**src/pkg/crtc_pkg.sv**
```systemverilog
// Constants, timing counts and carrier types for the bus receive timing core.
package crtc_pkg;

   // ----------------------------------------------------------------
   // Count source
   // ----------------------------------------------------------------
   localparam int unsigned SRC_HZ = 32768; // Nominal count source rate.
   localparam logic [1:0] SRC_SUBCLK = 2'h0; // Sub-clock selected.
   localparam logic [1:0] SRC_TIMER = 2'h1; // Halved timer underflow selected.

   // Converts microseconds to the nearest whole count source cycle.
   function automatic logic [7:0] us_to_ticks(input int unsigned us);
      int unsigned t;
      t = (us * SRC_HZ + 500000) / 1000000;
      if (t < 1)
      begin
         t = 1;
      end
      return t[7:0];
   endfunction

   // ----------------------------------------------------------------
   // Bus timing in microseconds
   // ----------------------------------------------------------------
   localparam int unsigned ST_LOW_MIN_US = 3500; // Start low, narrow range.
   localparam int unsigned ST_LOW_MAX_US = 3900;
   localparam int unsigned ST_PER_MIN_US = 4300; // Start period, narrow range.
   localparam int unsigned ST_PER_MAX_US = 4700;
   localparam int unsigned WIDEN_US = 100; // Extra margin of the wide ranges.
   localparam int unsigned D1_LOW_MIN_US = 400; // Data 1 low period.
   localparam int unsigned D1_LOW_MAX_US = 800;
   localparam int unsigned D0_LOW_MIN_US = 1300; // Data 0 low period.
   localparam int unsigned D0_LOW_MAX_US = 1700;
   localparam int unsigned D_PER_MIN_US = 2050; // Data bit period.
   localparam int unsigned D_PER_MAX_US = 2750;
   localparam int unsigned DECIDE_US = 1050; // Data 1 / data 0 decision point.
   localparam int unsigned ACK_LOW_US = 1500; // Low time of a driven ACK.
   localparam int unsigned ERR_LOW_US = 3600; // Error low pulse length.

   // ----------------------------------------------------------------
   // Frame layout
   // ----------------------------------------------------------------
   localparam logic [3:0] BIT_LAST_DATA = 4'h7; // Eighth data bit index.
   localparam logic [3:0] BIT_EOM = 4'h8; // End-of-message bit index.
   localparam logic [3:0] BIT_ACK = 4'h9; // Tenth bit index.

   // Software settings, sampled on count ticks.
   typedef struct packed {
      logic interface_enable_bit;
      logic receive_enable_bit;
      logic filter_enable_bit;
      logic detect_timing_select;
      logic start_range_select;
      logic data_range_select;
      logic error_pulse_enable;
      logic error_pulse_timing_select;
      logic ack_source_select;
      logic software_ack_output_bit;
      logic [15:0] own_address_select; // High byte: 1000b..1111b, low: 0000b..0111b.
   } crtc_cfg_s;

   // Received block results.
   typedef struct packed {
      logic [7:0] data;
      logic eom;
      logic ack_in;
   } crtc_rx_s;

   // Receiver states, one-hot.
   typedef enum logic [6:0] {
      ST_IDLE = 7'h01,
      ST_START_LOW = 7'h02,
      ST_START_HIGH = 7'h04,
      ST_BIT_LOW = 7'h08,
      ST_BIT_HIGH = 7'h10,
      ST_ERR_WAIT = 7'h20,
      ST_ERR_PULSE = 7'h40
   } crtc_state_e;

endpackage

```
**src/crtc_core.sv**
```systemverilog
// Receive side and bit timing of the single-wire control bus interface.
`timescale 1ns/1ps
`default_nettype none
module crtc_core (
   // Clock and reset
   input wire logic core_clk,
   input wire logic rst,
   // Count source inputs
   input wire logic [1:0] count_source_select,
   input wire logic sub_clock,
   input wire logic timer_underflow,
   // Software settings
   input wire crtc_pkg::crtc_cfg_s cfg,
   // Bus pin
   input wire logic bus_in,
   output logic bus_out,
   output logic bus_oe,
   // Status
   output logic receiving_flag,
   output logic start_detected_flag,
   output logic receive_error_flag,
   output logic eighth_bit_received_flag,
   output crtc_pkg::crtc_rx_s rx
);

   // ----------------------------------------------------------------
   // Timing counts in count source cycles
   // ----------------------------------------------------------------
   localparam logic [7:0] ST_LOW_MIN = crtc_pkg::us_to_ticks(crtc_pkg::ST_LOW_MIN_US);
   localparam logic [7:0] ST_LOW_MAX = crtc_pkg::us_to_ticks(crtc_pkg::ST_LOW_MAX_US);
   localparam logic [7:0] ST_PER_MIN = crtc_pkg::us_to_ticks(crtc_pkg::ST_PER_MIN_US);
   localparam logic [7:0] ST_PER_MAX = crtc_pkg::us_to_ticks(crtc_pkg::ST_PER_MAX_US);
   localparam logic [7:0] WIDEN = crtc_pkg::us_to_ticks(crtc_pkg::WIDEN_US);
   localparam logic [7:0] D1_LOW_MIN = crtc_pkg::us_to_ticks(crtc_pkg::D1_LOW_MIN_US);
   localparam logic [7:0] D1_LOW_MAX = crtc_pkg::us_to_ticks(crtc_pkg::D1_LOW_MAX_US);
   localparam logic [7:0] D0_LOW_MIN = crtc_pkg::us_to_ticks(crtc_pkg::D0_LOW_MIN_US);
   localparam logic [7:0] D0_LOW_MAX = crtc_pkg::us_to_ticks(crtc_pkg::D0_LOW_MAX_US);
   localparam logic [7:0] D_PER_MIN = crtc_pkg::us_to_ticks(crtc_pkg::D_PER_MIN_US);
   localparam logic [7:0] D_PER_MAX = crtc_pkg::us_to_ticks(crtc_pkg::D_PER_MAX_US);
   localparam logic [7:0] DECIDE = crtc_pkg::us_to_ticks(crtc_pkg::DECIDE_US);
   localparam logic [7:0] ACK_LOW = crtc_pkg::us_to_ticks(crtc_pkg::ACK_LOW_US);
   localparam logic [7:0] ERR_LOW = crtc_pkg::us_to_ticks(crtc_pkg::ERR_LOW_US);

   // True when value lies in [lo, hi], widened on both ends when wide is set.
   function automatic logic in_window(input logic [7:0] v, input logic [7:0] lo, input logic [7:0] hi,
                                      input logic wide);
      logic [8:0] l;
      logic [8:0] h;
      l = wide ? ({1'b0, lo} - {1'b0, WIDEN}) : {1'b0, lo};
      h = wide ? ({1'b0, hi} + {1'b0, WIDEN}) : {1'b0, hi};
      return ({1'b0, v} >= l) && ({1'b0, v} <= h);
   endfunction

   // ----------------------------------------------------------------
   // Count source tick generation
   // ----------------------------------------------------------------
   logic sc_meta_r; // First stage, read only by the second.
   logic sc_sync_r; // Synchronised sub-clock.
   logic sc_prev_r; // Previous synchronised level for edge detection.
   logic tmr_tog_r; // Toggles on each timer underflow.
   logic tmr_prev_r; // Previous toggle level.
   logic tmr_tog_nxt;
   logic tick; // One core cycle per count source period.

   // Timer source toggles on every underflow, two underflows per period.
   always_comb
   begin
      tmr_tog_nxt = tmr_tog_r ^ timer_underflow;
   end

   // Registers the source sampling stages.
   always_ff @(posedge core_clk or posedge rst)
   begin
      if (rst)
      begin
         sc_meta_r <= 1'b0;
         sc_sync_r <= 1'b0;
         sc_prev_r <= 1'b0;
         tmr_tog_r <= 1'b0;
         tmr_prev_r <= 1'b0;
      end
      else
      begin
         sc_meta_r <= sub_clock;
         sc_sync_r <= sc_meta_r;
         sc_prev_r <= sc_sync_r;
         tmr_tog_r <= tmr_tog_nxt;
         tmr_prev_r <= tmr_tog_r;
      end
   end

   // Rising edge of the selected source marks one count source cycle.
   always_comb
   begin
      case (count_source_select)
         crtc_pkg::SRC_SUBCLK: tick = sc_sync_r & ~sc_prev_r;
         crtc_pkg::SRC_TIMER: tick = tmr_tog_r & ~tmr_prev_r;
         default: tick = 1'b0;
      endcase
   end

   // ----------------------------------------------------------------
   // Settings taken on ticks, and input filter
   // ----------------------------------------------------------------
   crtc_pkg::crtc_cfg_s cfg_r; // Settings as seen by the logic.
   crtc_pkg::crtc_cfg_s cfg_nxt;
   logic smp_r; // Pin level sampled on the last tick.
   logic line_r; // Level passed inward.
   logic line_prev_r; // Inward level one tick earlier.
   logic smp_nxt;
   logic line_nxt;
   logic line_prev_nxt;

   // Latches settings and samples the pin once per tick.
   always_comb
   begin
      cfg_nxt = cfg_r;
      smp_nxt = smp_r;
      line_nxt = line_r;
      line_prev_nxt = line_prev_r;
      if (tick)
      begin
         cfg_nxt = cfg;
         smp_nxt = bus_in;
         line_prev_nxt = line_r;
         // With the filter on, a level is passed only when seen twice in a row.
         if (!cfg_r.filter_enable_bit || (bus_in == smp_r))
         begin
            line_nxt = bus_in;
         end
      end
   end

   // Registers settings and filter state; the idle line reads high.
   always_ff @(posedge core_clk or posedge rst)
   begin
      if (rst)
      begin
         cfg_r <= '0;
         smp_r <= 1'b1;
         line_r <= 1'b1;
         line_prev_r <= 1'b1;
      end
      else
      begin
         cfg_r <= cfg_nxt;
         smp_r <= smp_nxt;
         line_r <= line_nxt;
         line_prev_r <= line_prev_nxt;
      end
   end

   // ----------------------------------------------------------------
   // Receiver state machine
   // ----------------------------------------------------------------
   crtc_pkg::crtc_state_e state_r, state_nxt; // Receiver state.
   logic [7:0] low_cnt_r, low_cnt_nxt; // Ticks of the current low period.
   logic [7:0] per_cnt_r, per_cnt_nxt; // Ticks since the bit's falling edge.
   logic [3:0] bit_idx_r, bit_idx_nxt; // Bit position within the block.
   logic [7:0] shift_r, shift_nxt; // Incoming data bits.
   logic header_r, header_nxt; // Current block is the header.
   logic [3:0] dest_r, dest_nxt; // Destination address of the frame.
   logic drive_r, drive_nxt; // Pulls the bus low.
   logic st_flag_r, st_flag_nxt;
   logic err_flag_r, err_flag_nxt;
   logic b8_flag_r, b8_flag_nxt;
   crtc_pkg::crtc_rx_s rx_r, rx_nxt;
   logic fall; // Falling edge of inward level on this tick.
   logic rise; // Rising edge of inward level on this tick.
   logic bit_val; // Decoded value of the bit ending now.
   logic bit_ok; // Low period inside the data window.
   logic ack_low; // This device answers ACK.
   logic rx_on; // Receiving allowed.
   logic [7:0] low_inc;
   logic [7:0] per_inc;

   assign fall = tick & line_prev_r & ~line_r;
   assign rise = tick & ~line_prev_r & line_r;
   assign rx_on = cfg_r.interface_enable_bit & cfg_r.receive_enable_bit;
   assign low_inc = (low_cnt_r == 8'hff) ? low_cnt_r : low_cnt_r + 8'h01;
   assign per_inc = (per_cnt_r == 8'hff) ? per_cnt_r : per_cnt_r + 8'h01;

   // Decodes the bit from its low time and judges its window.
   always_comb
   begin
      bit_ok = in_window(low_cnt_r, D1_LOW_MIN, D1_LOW_MAX, cfg_r.data_range_select) ||
               in_window(low_cnt_r, D0_LOW_MIN, D0_LOW_MAX, cfg_r.data_range_select);
      if (!cfg_r.detect_timing_select)
      begin
         bit_val = (low_cnt_r < DECIDE);
      end
      else
      begin
         bit_val = in_window(low_cnt_r, D1_LOW_MIN, D1_LOW_MAX, cfg_r.data_range_select);
      end
   end

   // Selects the ACK answer for the tenth bit; low output means ACK.
   always_comb
   begin
      if (!cfg_r.ack_source_select)
      begin
         ack_low = ~cfg_r.software_ack_output_bit;
      end
      else
      begin
         ack_low = cfg_r.own_address_select[dest_r];
      end
   end

   // Computes next receiver state, counters, flags and data.
   always_comb
   begin
      state_nxt = state_r;
      low_cnt_nxt = low_cnt_r;
      per_cnt_nxt = per_cnt_r;
      bit_idx_nxt = bit_idx_r;
      shift_nxt = shift_r;
      header_nxt = header_r;
      dest_nxt = dest_r;
      drive_nxt = drive_r;
      rx_nxt = rx_r;
      st_flag_nxt = st_flag_r;
      b8_flag_nxt = b8_flag_r;
      // Error flag holds only while reception stays enabled; a new error wins.
      err_flag_nxt = err_flag_r & cfg_r.receive_enable_bit;
      if (tick)
      begin
         low_cnt_nxt = line_r ? 8'h00 : low_inc;
         per_cnt_nxt = per_inc;
         case (state_r)
            crtc_pkg::ST_IDLE:
            begin
               drive_nxt = 1'b0;
               if (fall && rx_on)
               begin
                  state_nxt = crtc_pkg::ST_START_LOW;
                  per_cnt_nxt = 8'h00;
                  low_cnt_nxt = 8'h00;
               end
            end
            crtc_pkg::ST_START_LOW:
            begin
               // A start bit out of range is dropped quietly, with no error pulse.
               if (rise)
               begin
                  state_nxt = in_window(low_cnt_r, ST_LOW_MIN, ST_LOW_MAX, cfg_r.start_range_select) ?
                              crtc_pkg::ST_START_HIGH : crtc_pkg::ST_IDLE;
               end
               else if (low_cnt_r > ST_PER_MAX)
               begin
                  state_nxt = crtc_pkg::ST_IDLE;
               end
            end
            crtc_pkg::ST_START_HIGH:
            begin
               if (fall)
               begin
                  if (in_window(per_cnt_r, ST_PER_MIN, ST_PER_MAX, cfg_r.start_range_select))
                  begin
                     st_flag_nxt = 1'b1;
                     header_nxt = 1'b1;
                     bit_idx_nxt = 4'h0;
                     per_cnt_nxt = 8'h00;
                     low_cnt_nxt = 8'h00;
                     state_nxt = crtc_pkg::ST_BIT_LOW;
                  end
                  else
                  begin
                     state_nxt = crtc_pkg::ST_START_LOW;
                     per_cnt_nxt = 8'h00;
                     low_cnt_nxt = 8'h00;
                  end
               end
               else if (per_cnt_r > ST_PER_MAX)
               begin
                  state_nxt = crtc_pkg::ST_IDLE;
               end
            end
            crtc_pkg::ST_BIT_LOW:
            begin
               // ACK low is held for the data 0 time, then released.
               if (drive_r && low_cnt_r >= ACK_LOW - 8'h01)
               begin
                  drive_nxt = 1'b0;
               end
               if (rise)
               begin
                  if (!bit_ok)
                  begin
                     err_flag_nxt = 1'b1;
                     state_nxt = crtc_pkg::ST_ERR_WAIT;
                  end
                  else
                  begin
                     state_nxt = crtc_pkg::ST_BIT_HIGH;
                     if (bit_idx_r <= crtc_pkg::BIT_LAST_DATA)
                     begin
                        shift_nxt = {shift_r[6:0], bit_val};
                     end
                     if (bit_idx_r == crtc_pkg::BIT_LAST_DATA)
                     begin
                        rx_nxt.data = {shift_r[6:0], bit_val};
                        b8_flag_nxt = 1'b1;
                        st_flag_nxt = 1'b0;
                        if (header_r)
                        begin
                           dest_nxt = {shift_r[2:0], bit_val};
                        end
                     end
                     if (bit_idx_r == crtc_pkg::BIT_EOM)
                     begin
                        rx_nxt.eom = bit_val;
                     end
                     if (bit_idx_r == crtc_pkg::BIT_ACK)
                     begin
                        rx_nxt.ack_in = bit_val;
                        b8_flag_nxt = 1'b0;
                     end
                  end
               end
               else if (low_cnt_r > D_PER_MAX)
               begin
                  err_flag_nxt = 1'b1;
                  state_nxt = crtc_pkg::ST_ERR_WAIT;
               end
            end
            crtc_pkg::ST_BIT_HIGH:
            begin
               if (fall)
               begin
                  if (!in_window(per_cnt_r, D_PER_MIN, D_PER_MAX, cfg_r.data_range_select))
                  begin
                     err_flag_nxt = 1'b1;
                     state_nxt = crtc_pkg::ST_ERR_WAIT;
                  end
                  else
                  begin
                     per_cnt_nxt = 8'h00;
                     low_cnt_nxt = 8'h00;
                     state_nxt = crtc_pkg::ST_BIT_LOW;
                     if (bit_idx_r == crtc_pkg::BIT_ACK)
                     begin
                        bit_idx_nxt = 4'h0;
                        header_nxt = 1'b0;
                     end
                     else
                     begin
                        bit_idx_nxt = bit_idx_r + 4'h1;
                     end
                     // The tenth bit is pulled low at the initiator's falling edge.
                     if (bit_idx_r == crtc_pkg::BIT_EOM && ack_low)
                     begin
                        drive_nxt = 1'b1;
                     end
                  end
               end
               else if (per_cnt_r > D_PER_MAX)
               begin
                  // Bus idle after a bit: end of message or a broken frame.
                  state_nxt = crtc_pkg::ST_IDLE;
               end
            end
            crtc_pkg::ST_ERR_WAIT:
            begin
               drive_nxt = 1'b0;
               // Timing select 1 waits for the line to be released first.
               if (cfg_r.error_pulse_enable && (!cfg_r.error_pulse_timing_select || line_r))
               begin
                  drive_nxt = 1'b1;
                  low_cnt_nxt = 8'h00;
                  state_nxt = crtc_pkg::ST_ERR_PULSE;
               end
               else if (!cfg_r.receive_enable_bit)
               begin
                  state_nxt = crtc_pkg::ST_IDLE;
               end
            end
            crtc_pkg::ST_ERR_PULSE:
            begin
               // Pulse length counted in ticks while this device holds the line.
               low_cnt_nxt = low_inc;
               if (low_cnt_r >= ERR_LOW - 8'h01)
               begin
                  drive_nxt = 1'b0;
                  state_nxt = crtc_pkg::ST_ERR_WAIT;
                  if (cfg_r.receive_enable_bit)
                  begin
                     state_nxt = crtc_pkg::ST_IDLE;
                  end
               end
            end
            default:
            begin
               state_nxt = crtc_pkg::ST_IDLE;
               drive_nxt = 1'b0;
            end
         endcase
         // Disabling reception abandons the frame and releases the bus, except during an error pulse.
         if (!rx_on && state_r != crtc_pkg::ST_ERR_PULSE)
         begin
            state_nxt = crtc_pkg::ST_IDLE;
            drive_nxt = 1'b0;
            b8_flag_nxt = 1'b0;
            st_flag_nxt = 1'b0;
         end
      end
   end

   // Registers receiver state.
   always_ff @(posedge core_clk or posedge rst)
   begin
      if (rst)
      begin
         state_r <= crtc_pkg::ST_IDLE;
         low_cnt_r <= 8'h00;
         per_cnt_r <= 8'h00;
         bit_idx_r <= 4'h0;
         shift_r <= 8'h00;
         header_r <= 1'b0;
         dest_r <= 4'h0;
         drive_r <= 1'b0;
         st_flag_r <= 1'b0;
         err_flag_r <= 1'b0;
         b8_flag_r <= 1'b0;
         rx_r <= '0;
      end
      else
      begin
         state_r <= state_nxt;
         low_cnt_r <= low_cnt_nxt;
         per_cnt_r <= per_cnt_nxt;
         bit_idx_r <= bit_idx_nxt;
         shift_r <= shift_nxt;
         header_r <= header_nxt;
         dest_r <= dest_nxt;
         drive_r <= drive_nxt;
         st_flag_r <= st_flag_nxt;
         err_flag_r <= err_flag_nxt;
         b8_flag_r <= b8_flag_nxt;
         rx_r <= rx_nxt;
      end
   end

   // ----------------------------------------------------------------
   // Outputs
   // ----------------------------------------------------------------
   // The pin is only ever pulled low; high comes from the bus pull-up.
   assign bus_out = 1'b0;
   assign bus_oe = drive_r;
   assign receiving_flag = (state_r != crtc_pkg::ST_IDLE);
   assign start_detected_flag = st_flag_r;
   assign receive_error_flag = err_flag_r;
   assign eighth_bit_received_flag = b8_flag_r;
   assign rx = rx_r;

endmodule
`default_nettype wire

```
**config.mk**
```make
export PLATFORM = sky130hd
export DESIGN_NAME = crtc_core
export DESIGN_NICKNAME = d
export VERILOG_FILES = /design/src/pkg/crtc_pkg.sv /design/src/crtc_core.sv
export SDC_FILE = /design/constraint.sdc
export NUM_CORES = 1
export LEC_CHECK = 0
export ABC_AREA = 0
export BUFFER_PORTS_ARGS = -buffer_cell sky130_fd_sc_hd__buf_2
export CORE_ASPECT_RATIO = 1.4
export CORE_UTILIZATION = 40
export CTS_CLUSTER_DIAMETER = 150
export DETAILED_ROUTE_END_ITERATION = 16
export PLACE_DENSITY = 0.57
export SLEW_MARGIN = 20
export SYNTH_ARGS = -nofsm -noshare
export SYNTH_HDL_FRONTEND = slang
export SYNTH_SLANG_ARGS = --single-unit
```
**constraint.sdc**
```tcl
create_clock -name core_clk -period 2.6 [get_ports core_clk]
set_input_delay 0.52 -clock core_clk [delete_from_list [all_inputs] [get_ports core_clk]]
set_output_delay 0.52 -clock core_clk [all_outputs]
set_load 0.1 [all_outputs]
```
* Word-level counts from Yosys, hierarchy flattened *
Cells that the tools add are included.
W data, S select, Z words.

cells by class
  div/mod/pow operators = 0
  multipliers = 0
  reductions and logical operators = 36
  bitwise gates (word level) = 14
  $add $sub $neg = 3
  shift-type cells = 0
  eq/ne operators = 38
  order comparisons = 19
  multiplexer cells = 86

operator list
  kind                   count
  $mux W8                12
  $mux W7                13
  $pmux W7 S7            1
  $pmux W8 S5            1
  $ne A3 B3 Y1 const B   11
  $mux W1                31
  $reduce_and A5 Y1      5
  $mux W4                6
  $pmux W8 S3            1
  $reduce_and A7 Y1      3
  $ne A4 B4 Y1 const B   5
  $mux W3                6
  $mux W6                3
  $add A8 B1 Y8 const B  2
  $eq A8 B8 Y1 const B   2
  $ge A8 B7 Y1           2
  $gt A8 B7 Y1 const B   2
  $gt A8 B8 Y1 const B   2
  $le A8 B8 Y1           2
  $reduce_and A6 Y1      2
  $logic_and A1 B1 Y1    10
  $mux W2                5
  $ne A2 B2 Y1 const B   5
  $and A1 B1 Y1          8
  other kinds (40)       56

word-level totals
  output and inout bits = 16
  input bits = 33
  latch bits = 0
  flip-flop bits (word level) = 87
  ROM bits = 0
  memory bits (writable) = 0
  memories kept = 0

* Longest topological paths before layout *
  depth after elaboration = 9
  gate-level depth with buffers = 10
  depth with buffers taken out = 9

* Worst setup path before layout *
No wires, ideal clock.

  path kind = register to register
  from = register state_r[4]
  to = register state_r[6]
  library setup time = 125 ps
  setup slack = -241 ps
  path buffers = 1
  clock period less this slack = 2841 ps
  stages on the path, launching flop included = 8
  arrival time = 2717 ps
  cells stage by stage = dfrtp_1 clkbuf_1 nor4_1 nand2_1 o31ai_1 a32oi_1 o21ai_2 mux2_2

between the ends
  cells in the longest elaborated chain, start to end = 4
  elaborated cells between the ends (all ways) = 19
  classes of those cells = eq/ne: 15; mux: 2; reduce/logical: 2

RTL lines
  item                                                    line              source
  start: declaration                                      crtc_core.sv:156  crtc_pkg::crtc_state_e state_r, state_nxt;
  start signal: assignment                                crtc_core.sv:415  state_r <= crtc_pkg::ST_IDLE;
  start signal: assignment                                crtc_core.sv:430  state_r <= state_nxt;
  $ne A7 B7 Y1                                            crtc_core.sv:400  if (!rx_on && state_r != crtc_pkg::ST_ERR_PULSE)
  $logic_and A1 B1 Y1                                     crtc_core.sv:400
  $ne A4 B4 Y1 (no line) or $ne A3 B3 Y1 (tied branches)  -
  $reduce_and A8 Y1 (no line)                             -

Parallel ways exist; a longest one is shown, timed or not.
A chain may end at the register's enable or synchronous reset.

* Worst setup path after layout *
  from = register cfg_r[20] in the netlist's numbering
  to = register rx_r, in the netlist rx[9]

between the ends
  cells in the longest elaborated chain, start to end = 5
  elaborated cells between the ends (all ways) = 12
  classes of those cells = order compare: 4; mux: 4; reduce/logical: 4

RTL lines
  item                                        line              source
  start: declaration                          crtc_core.sv:105  crtc_pkg::crtc_cfg_s cfg_r;
  start signal: assignment                    crtc_core.sv:146  cfg_r <= cfg_nxt;
  $mux W3, or another cell as far along       crtc_core.sv:49   l = wide ? ({1'b0, lo} - {1'b0, WIDEN}) : {1'b0, lo};
  $ge A8 B4 Y1, or another cell as far along  crtc_core.sv:51   return ({1'b0, v} >= l) && ({1'b0, v} <= h);
  $logic_and A1 B1 Y1                         crtc_core.sv:51
  $logic_or A1 B1 Y1 (*)                      crtc_core.sv:186  bit_ok = in_window(low_cnt_r, D1_LOW_MIN, D1_LOW_MAX, cfg_r.data_range_select) ||
  $reduce_and A5 Y1 (no line) (*)             -
  end signal: assignment                      crtc_core.sv:441  rx_r <= rx_nxt;
  end: declaration                            crtc_core.sv:167  crtc_pkg::crtc_rx_s rx_r, rx_nxt;

Mark *: on every way between the ends. The rest lies on a longest branch, timed or not.

==> reports/metrics.yaml <==
detailed_routing:
  wl_per_cell_um: 16.77
  ant_nets: 0
  firstDrtPassIters: 5
  wirelength_mm: 13.37
  via_per_inst: 5.443
  drc: 0
  dr_total_vias: 4338
  drt-initial-drc-count: 256
global_route:
  grt_pass1_vias: 4410
  grt_max_degree: 40
  grt_pass1_wl_mm: 21.87
  grt_util_all_layers_pct: 21.32
  grt_overflow: 0
  antenna_found_initial: 0
synth:
  ys_seq_area_share_pct: 43.08
  synth_edf_count: 0
  ys_top_cells_by_area: "dfrtp_1 (41%), nand2_1 (9.6%), ha_1 (6.9%)"
  synth_largest_area_cell: "dfrtp_1"
  synthArstFlopShare_pct: 100.0
  postSynthAreaPerCell_um2: 9.259
  syn_area_um2: 5065
  ys.warnings.count: 0
  synthFlopType: "dfrtp_1"
  ys_types: 69
  syn_inst: 547
  synthesis.nets: 608
  yosys_register_bits: 87
  synth_top_area_share_pct: 41.01
worst_setup_path:
  path_buf_inv: 1
  max_stage_delay_ps: 530
  critPathLaunchType: "flip-flop"
  crit_chain: "inv_4, ha_4, o21bai_1, a21oi_1, a211oi_1, or4_4, a2111o_1, nor2_8, mux2_2"
  crit_family: "compound AO/OA/AOI/OAI gates"
  cp.required_ps: 2830
  cp-end-kind: "flip-flop"
  critPathArrivalTime_ps: 2950
  cp_slowest_cell: "or4_4"
  cp_max_fo: 9
  crit_type: "reg -> reg"
final_layout:
  final-seq-area_um2: 2185
  antenna_cells: 0
  layout.nets: 703
  multi_input_area_um2: 2789
  area_delta_synth_final_pct: 22.48
  drive_gt1_share_pct: 27.36
  n_fill_cell: 1162
cts:
  cts_buffers: 9
  h-tree-depth: 3
  clock_path_buffers: 2
  cts_tree: "yes"
  clk_pin_slew_ps: 70
  insertion_delay_ps: 350
  cts.sinks: 87
  ctsHoldBuffers: 0
  cts_root_buf: "clkbuf_16"
run:
  cap_violations: 0
power:
  p_leak_nw: 3.060
  p_switching_mw: 2.077
  vdd_drop_max_v: 0.0004302
  pwr-share-seq_pct: 36.0
  p_sw_share_pct: 37.88
  p_clk_share_pct: 22.8
  intPower_mw: 3.406
  power_density_nw_per_um2: 883.9
  comb_power_share_pct: 41.2
  power_mw: 5.483
die:
  die_w_um: 97.10
  die_y_um: 135.1
  ioPinCount: 49
  rows: 48
  core_area_um2: 12310
  die_area_um2: 13120
  initial_core_util_pct: 41.14
worst_hold_path:
  min_path_type: "in -> async"
timing:
  drv_slew: 0
  fin_ws_ps: -126.7
  timing.final.setup_violations: 13
  rsz0062_at_grt: "yes"
  fmax_mhz: 366.7
  maxSlewHeadroom_pct: 61.89
  fin_crit_ps: 2727
  period_share_pct: 104.9
  tightest_slew_ps: 570.5
  hold_viol: 0
  fin_skew_ps: 12.38
placed_design:
  dp_hpwl_mm: 10.21
  pre_cts_ws_ps: -144.6
  place_congestion: 0.9378
  port_buffers: 47
outcome:
  violations: "negative setup slack"
  status: "complete, but fails checks"
==> through the flow <==
stage                     hold slack, ps  cells  area (um2)  TNS, ps  utilization, %
after floorplan                    331.2    547        5124   -789.1               -
after global placement             335.5    780        5887   -654.4           47.82
after detailed placement           352.9    780        5887    -1169           47.82
after CTS                          248.8    798        6183    -1406           50.22
after global routing               275.6    797        6203    -2388           50.39
final                              226.7    797        6203    -1038           50.39
==> synth_stat cells, types with 3 or more instances <==
| cell type | n |
|---|---|
| o21bai_1 | 4 |
| or3_1 | 4 |
| o22ai_1 | 4 |
| nor4_1 | 6 |
| a21oi_1 | 24 |
| nor3b_1 | 3 |
| mux2_2 | 16 |
| nand2_1 | 129 |
| nand3_1 | 14 |
| nand3b_1 | 4 |
| a211oi_1 | 4 |
| and2_1 | 3 |
| xor2_1 | 9 |
| clkbuf_1 | 15 |
| dfrtp_1 | 83 |
| o21ai_0 | 16 |
| o2bb2ai_1 | 5 |
| nor3_1 | 7 |
| nand4_1 | 3 |
| o31ai_1 | 5 |
| a31oi_1 | 5 |
| nor2b_1 | 7 |
| a21o_1 | 4 |
| dfstp_2 | 4 |
| or2_2 | 3 |
| and3_1 | 9 |
| o21a_1 | 3 |
| ha_1 | 28 |
| nand2b_1 | 13 |
| mux4_2 | 5 |
| xnor2_1 | 4 |
| nor2_1 | 36 |
| inv_1 | 21 |
==> metal layers <==
layer | GRT usage [%] | up-vias | share of wire, %
met1 | 24.85 | 2111 | 41
li1 | - | 2106 | -
met5 | 0 | - | 0
met2 | 39.24 | 99 | 53
met3 | 2.838 | 22 | 3.0
met4 | 8.872 | 0 | 2.4
==> repair_timing <==
| item | in CTS | in global routing |
|---|---|---|
| endpoints found under the setup margin | 14 | 37 |
| buffers inserted | 2 | 0 |
| gates resized for setup | 1 | 7 |
| pin swaps | 2 | 6 |
==> registers in the layout, indices dropped and copies added (netlist names) <==
register	flops
cfg_r	26
start_detected_flag	1
tmr_tog_r	1
dest_r	4
rx	10
low_cnt_r	8
bus_oe	1
sc_meta_r	1
state_r	7
line_r	1
line_prev_r	1
header_r	1
per_cnt_r	8
sc_sync_r	1
shift_r	7
receive_error_flag	1
tmr_prev_r	1
sc_prev_r	1
smp_r	1
bit_idx_r	4
eighth_bit_received_flag	1
==> logic make-up after synthesis <==
kind of cell             after synthesis  synth area share, %
AND/OR/NAND/NOR                      253                24.06
other                                  1              0.07404
flip-flops                            87                43.08
adder cells (fa/ha/maj)               28                6.917
AO/OA/AOI/OAI                        102                14.33
buffers and inverters                 41                3.310
multiplexers                          22                5.978
XOR/XNOR                              13                2.248
==> layout make-up <==
| class | instances | area share (%) |
|---|---|---|
| inverters | 21 | 1.372 |
| multi-input cells | 419 | 44.96 |
| clock buffers | 11 | 3.913 |
| well taps | 150 | 3.025 |
| clock inverters | 5 | 0.6253 |
| repair buffers | 104 | 10.89 |
| flip-flops and latches | 87 | 35.22 |
==> path summary, 6_finish.rpt <==
path	start	to	slack (ps)	cells after the start
max in group asynchronous	rst	line_r$_DFFE_PP1P_	1610	3
worst max register to register	cfg_r[20]$_DFFE_PP0N_	rx[9]$_DFFE_PP0P_	-130	9
min in group core_clk	sub_clock	sc_meta_r$_DFF_PP0_	290	1
worst min-delay path	rst	shift_r[2]$_DFFE_PP0P_	230	2
worst min register to register	sc_meta_r$_DFF_PP0_	sc_sync_r$_DFF_PP0_	370	0
worst max-delay path	cfg_r[20]$_DFFE_PP0N_	rx[9]$_DFFE_PP0P_	-130	9
==> worst register-to-register path, delay by kind of cell, from the launching register on <==
| kind | cells | cell delay, ps |
|---|---|---|
| DFF | 1 | 410 |
| adders and majority gates | 1 | 290 |
| and+or+nand+nor | 2 | 730 |
| AOI/OAI and AO/OA | 4 | 750 |
| buffers and inverters | 1 | 70 |
| muxes | 1 | 360 |
==> placed cells by master (no fill, tap or decap), types with 3 or more instances in the layout <==
master     Yosys  final
nand2_1      129    128
dfrtp_1       83     81
buf_4          1     56
buf_2          2     47
nor2_1        36     35
ha_1          28     25
a21oi_1       24     24
inv_1         21     18
o21ai_0       16     16
mux2_2        16     15
nand3_1       14     14
nand2b_1      13     12
and3_1         9      9
xor2_1         9      9
clkbuf_16      0      9
nor2b_1        7      7
nor3_1         7      7
nor4_1         6      6
a31oi_1        5      5
mux4_2         5      5
o2bb2ai_1      5      5
o21bai_1       4      4
a211oi_1       4      4
o22ai_1        4      4
nand3b_1       4      4
or3_1          4      4
a21o_1         4      4
o31ai_1        5      4
xnor2_1        4      4
dfstp_2        4      4
or2_2          3      3
nor3b_1        3      3
nand4_1        3      3
o21a_1         3      3
ha_4           0      3
==> power by group through the flow <==
stage | sequential [mW] | clock [mW] | combinational (mW)
after detailed placement | 2.00 | 0 | 2.21
final | 1.97 | 1.25 | 2.26
after global placement | 1.99 | 0 | 2.12
after CTS | 1.97 | 1.28 | 2.23
after floorplan | 2.00 | 0 | 1.38
after global routing | 2.02 | 1.33 | 2.54
(Power assumes the default switching activity.)
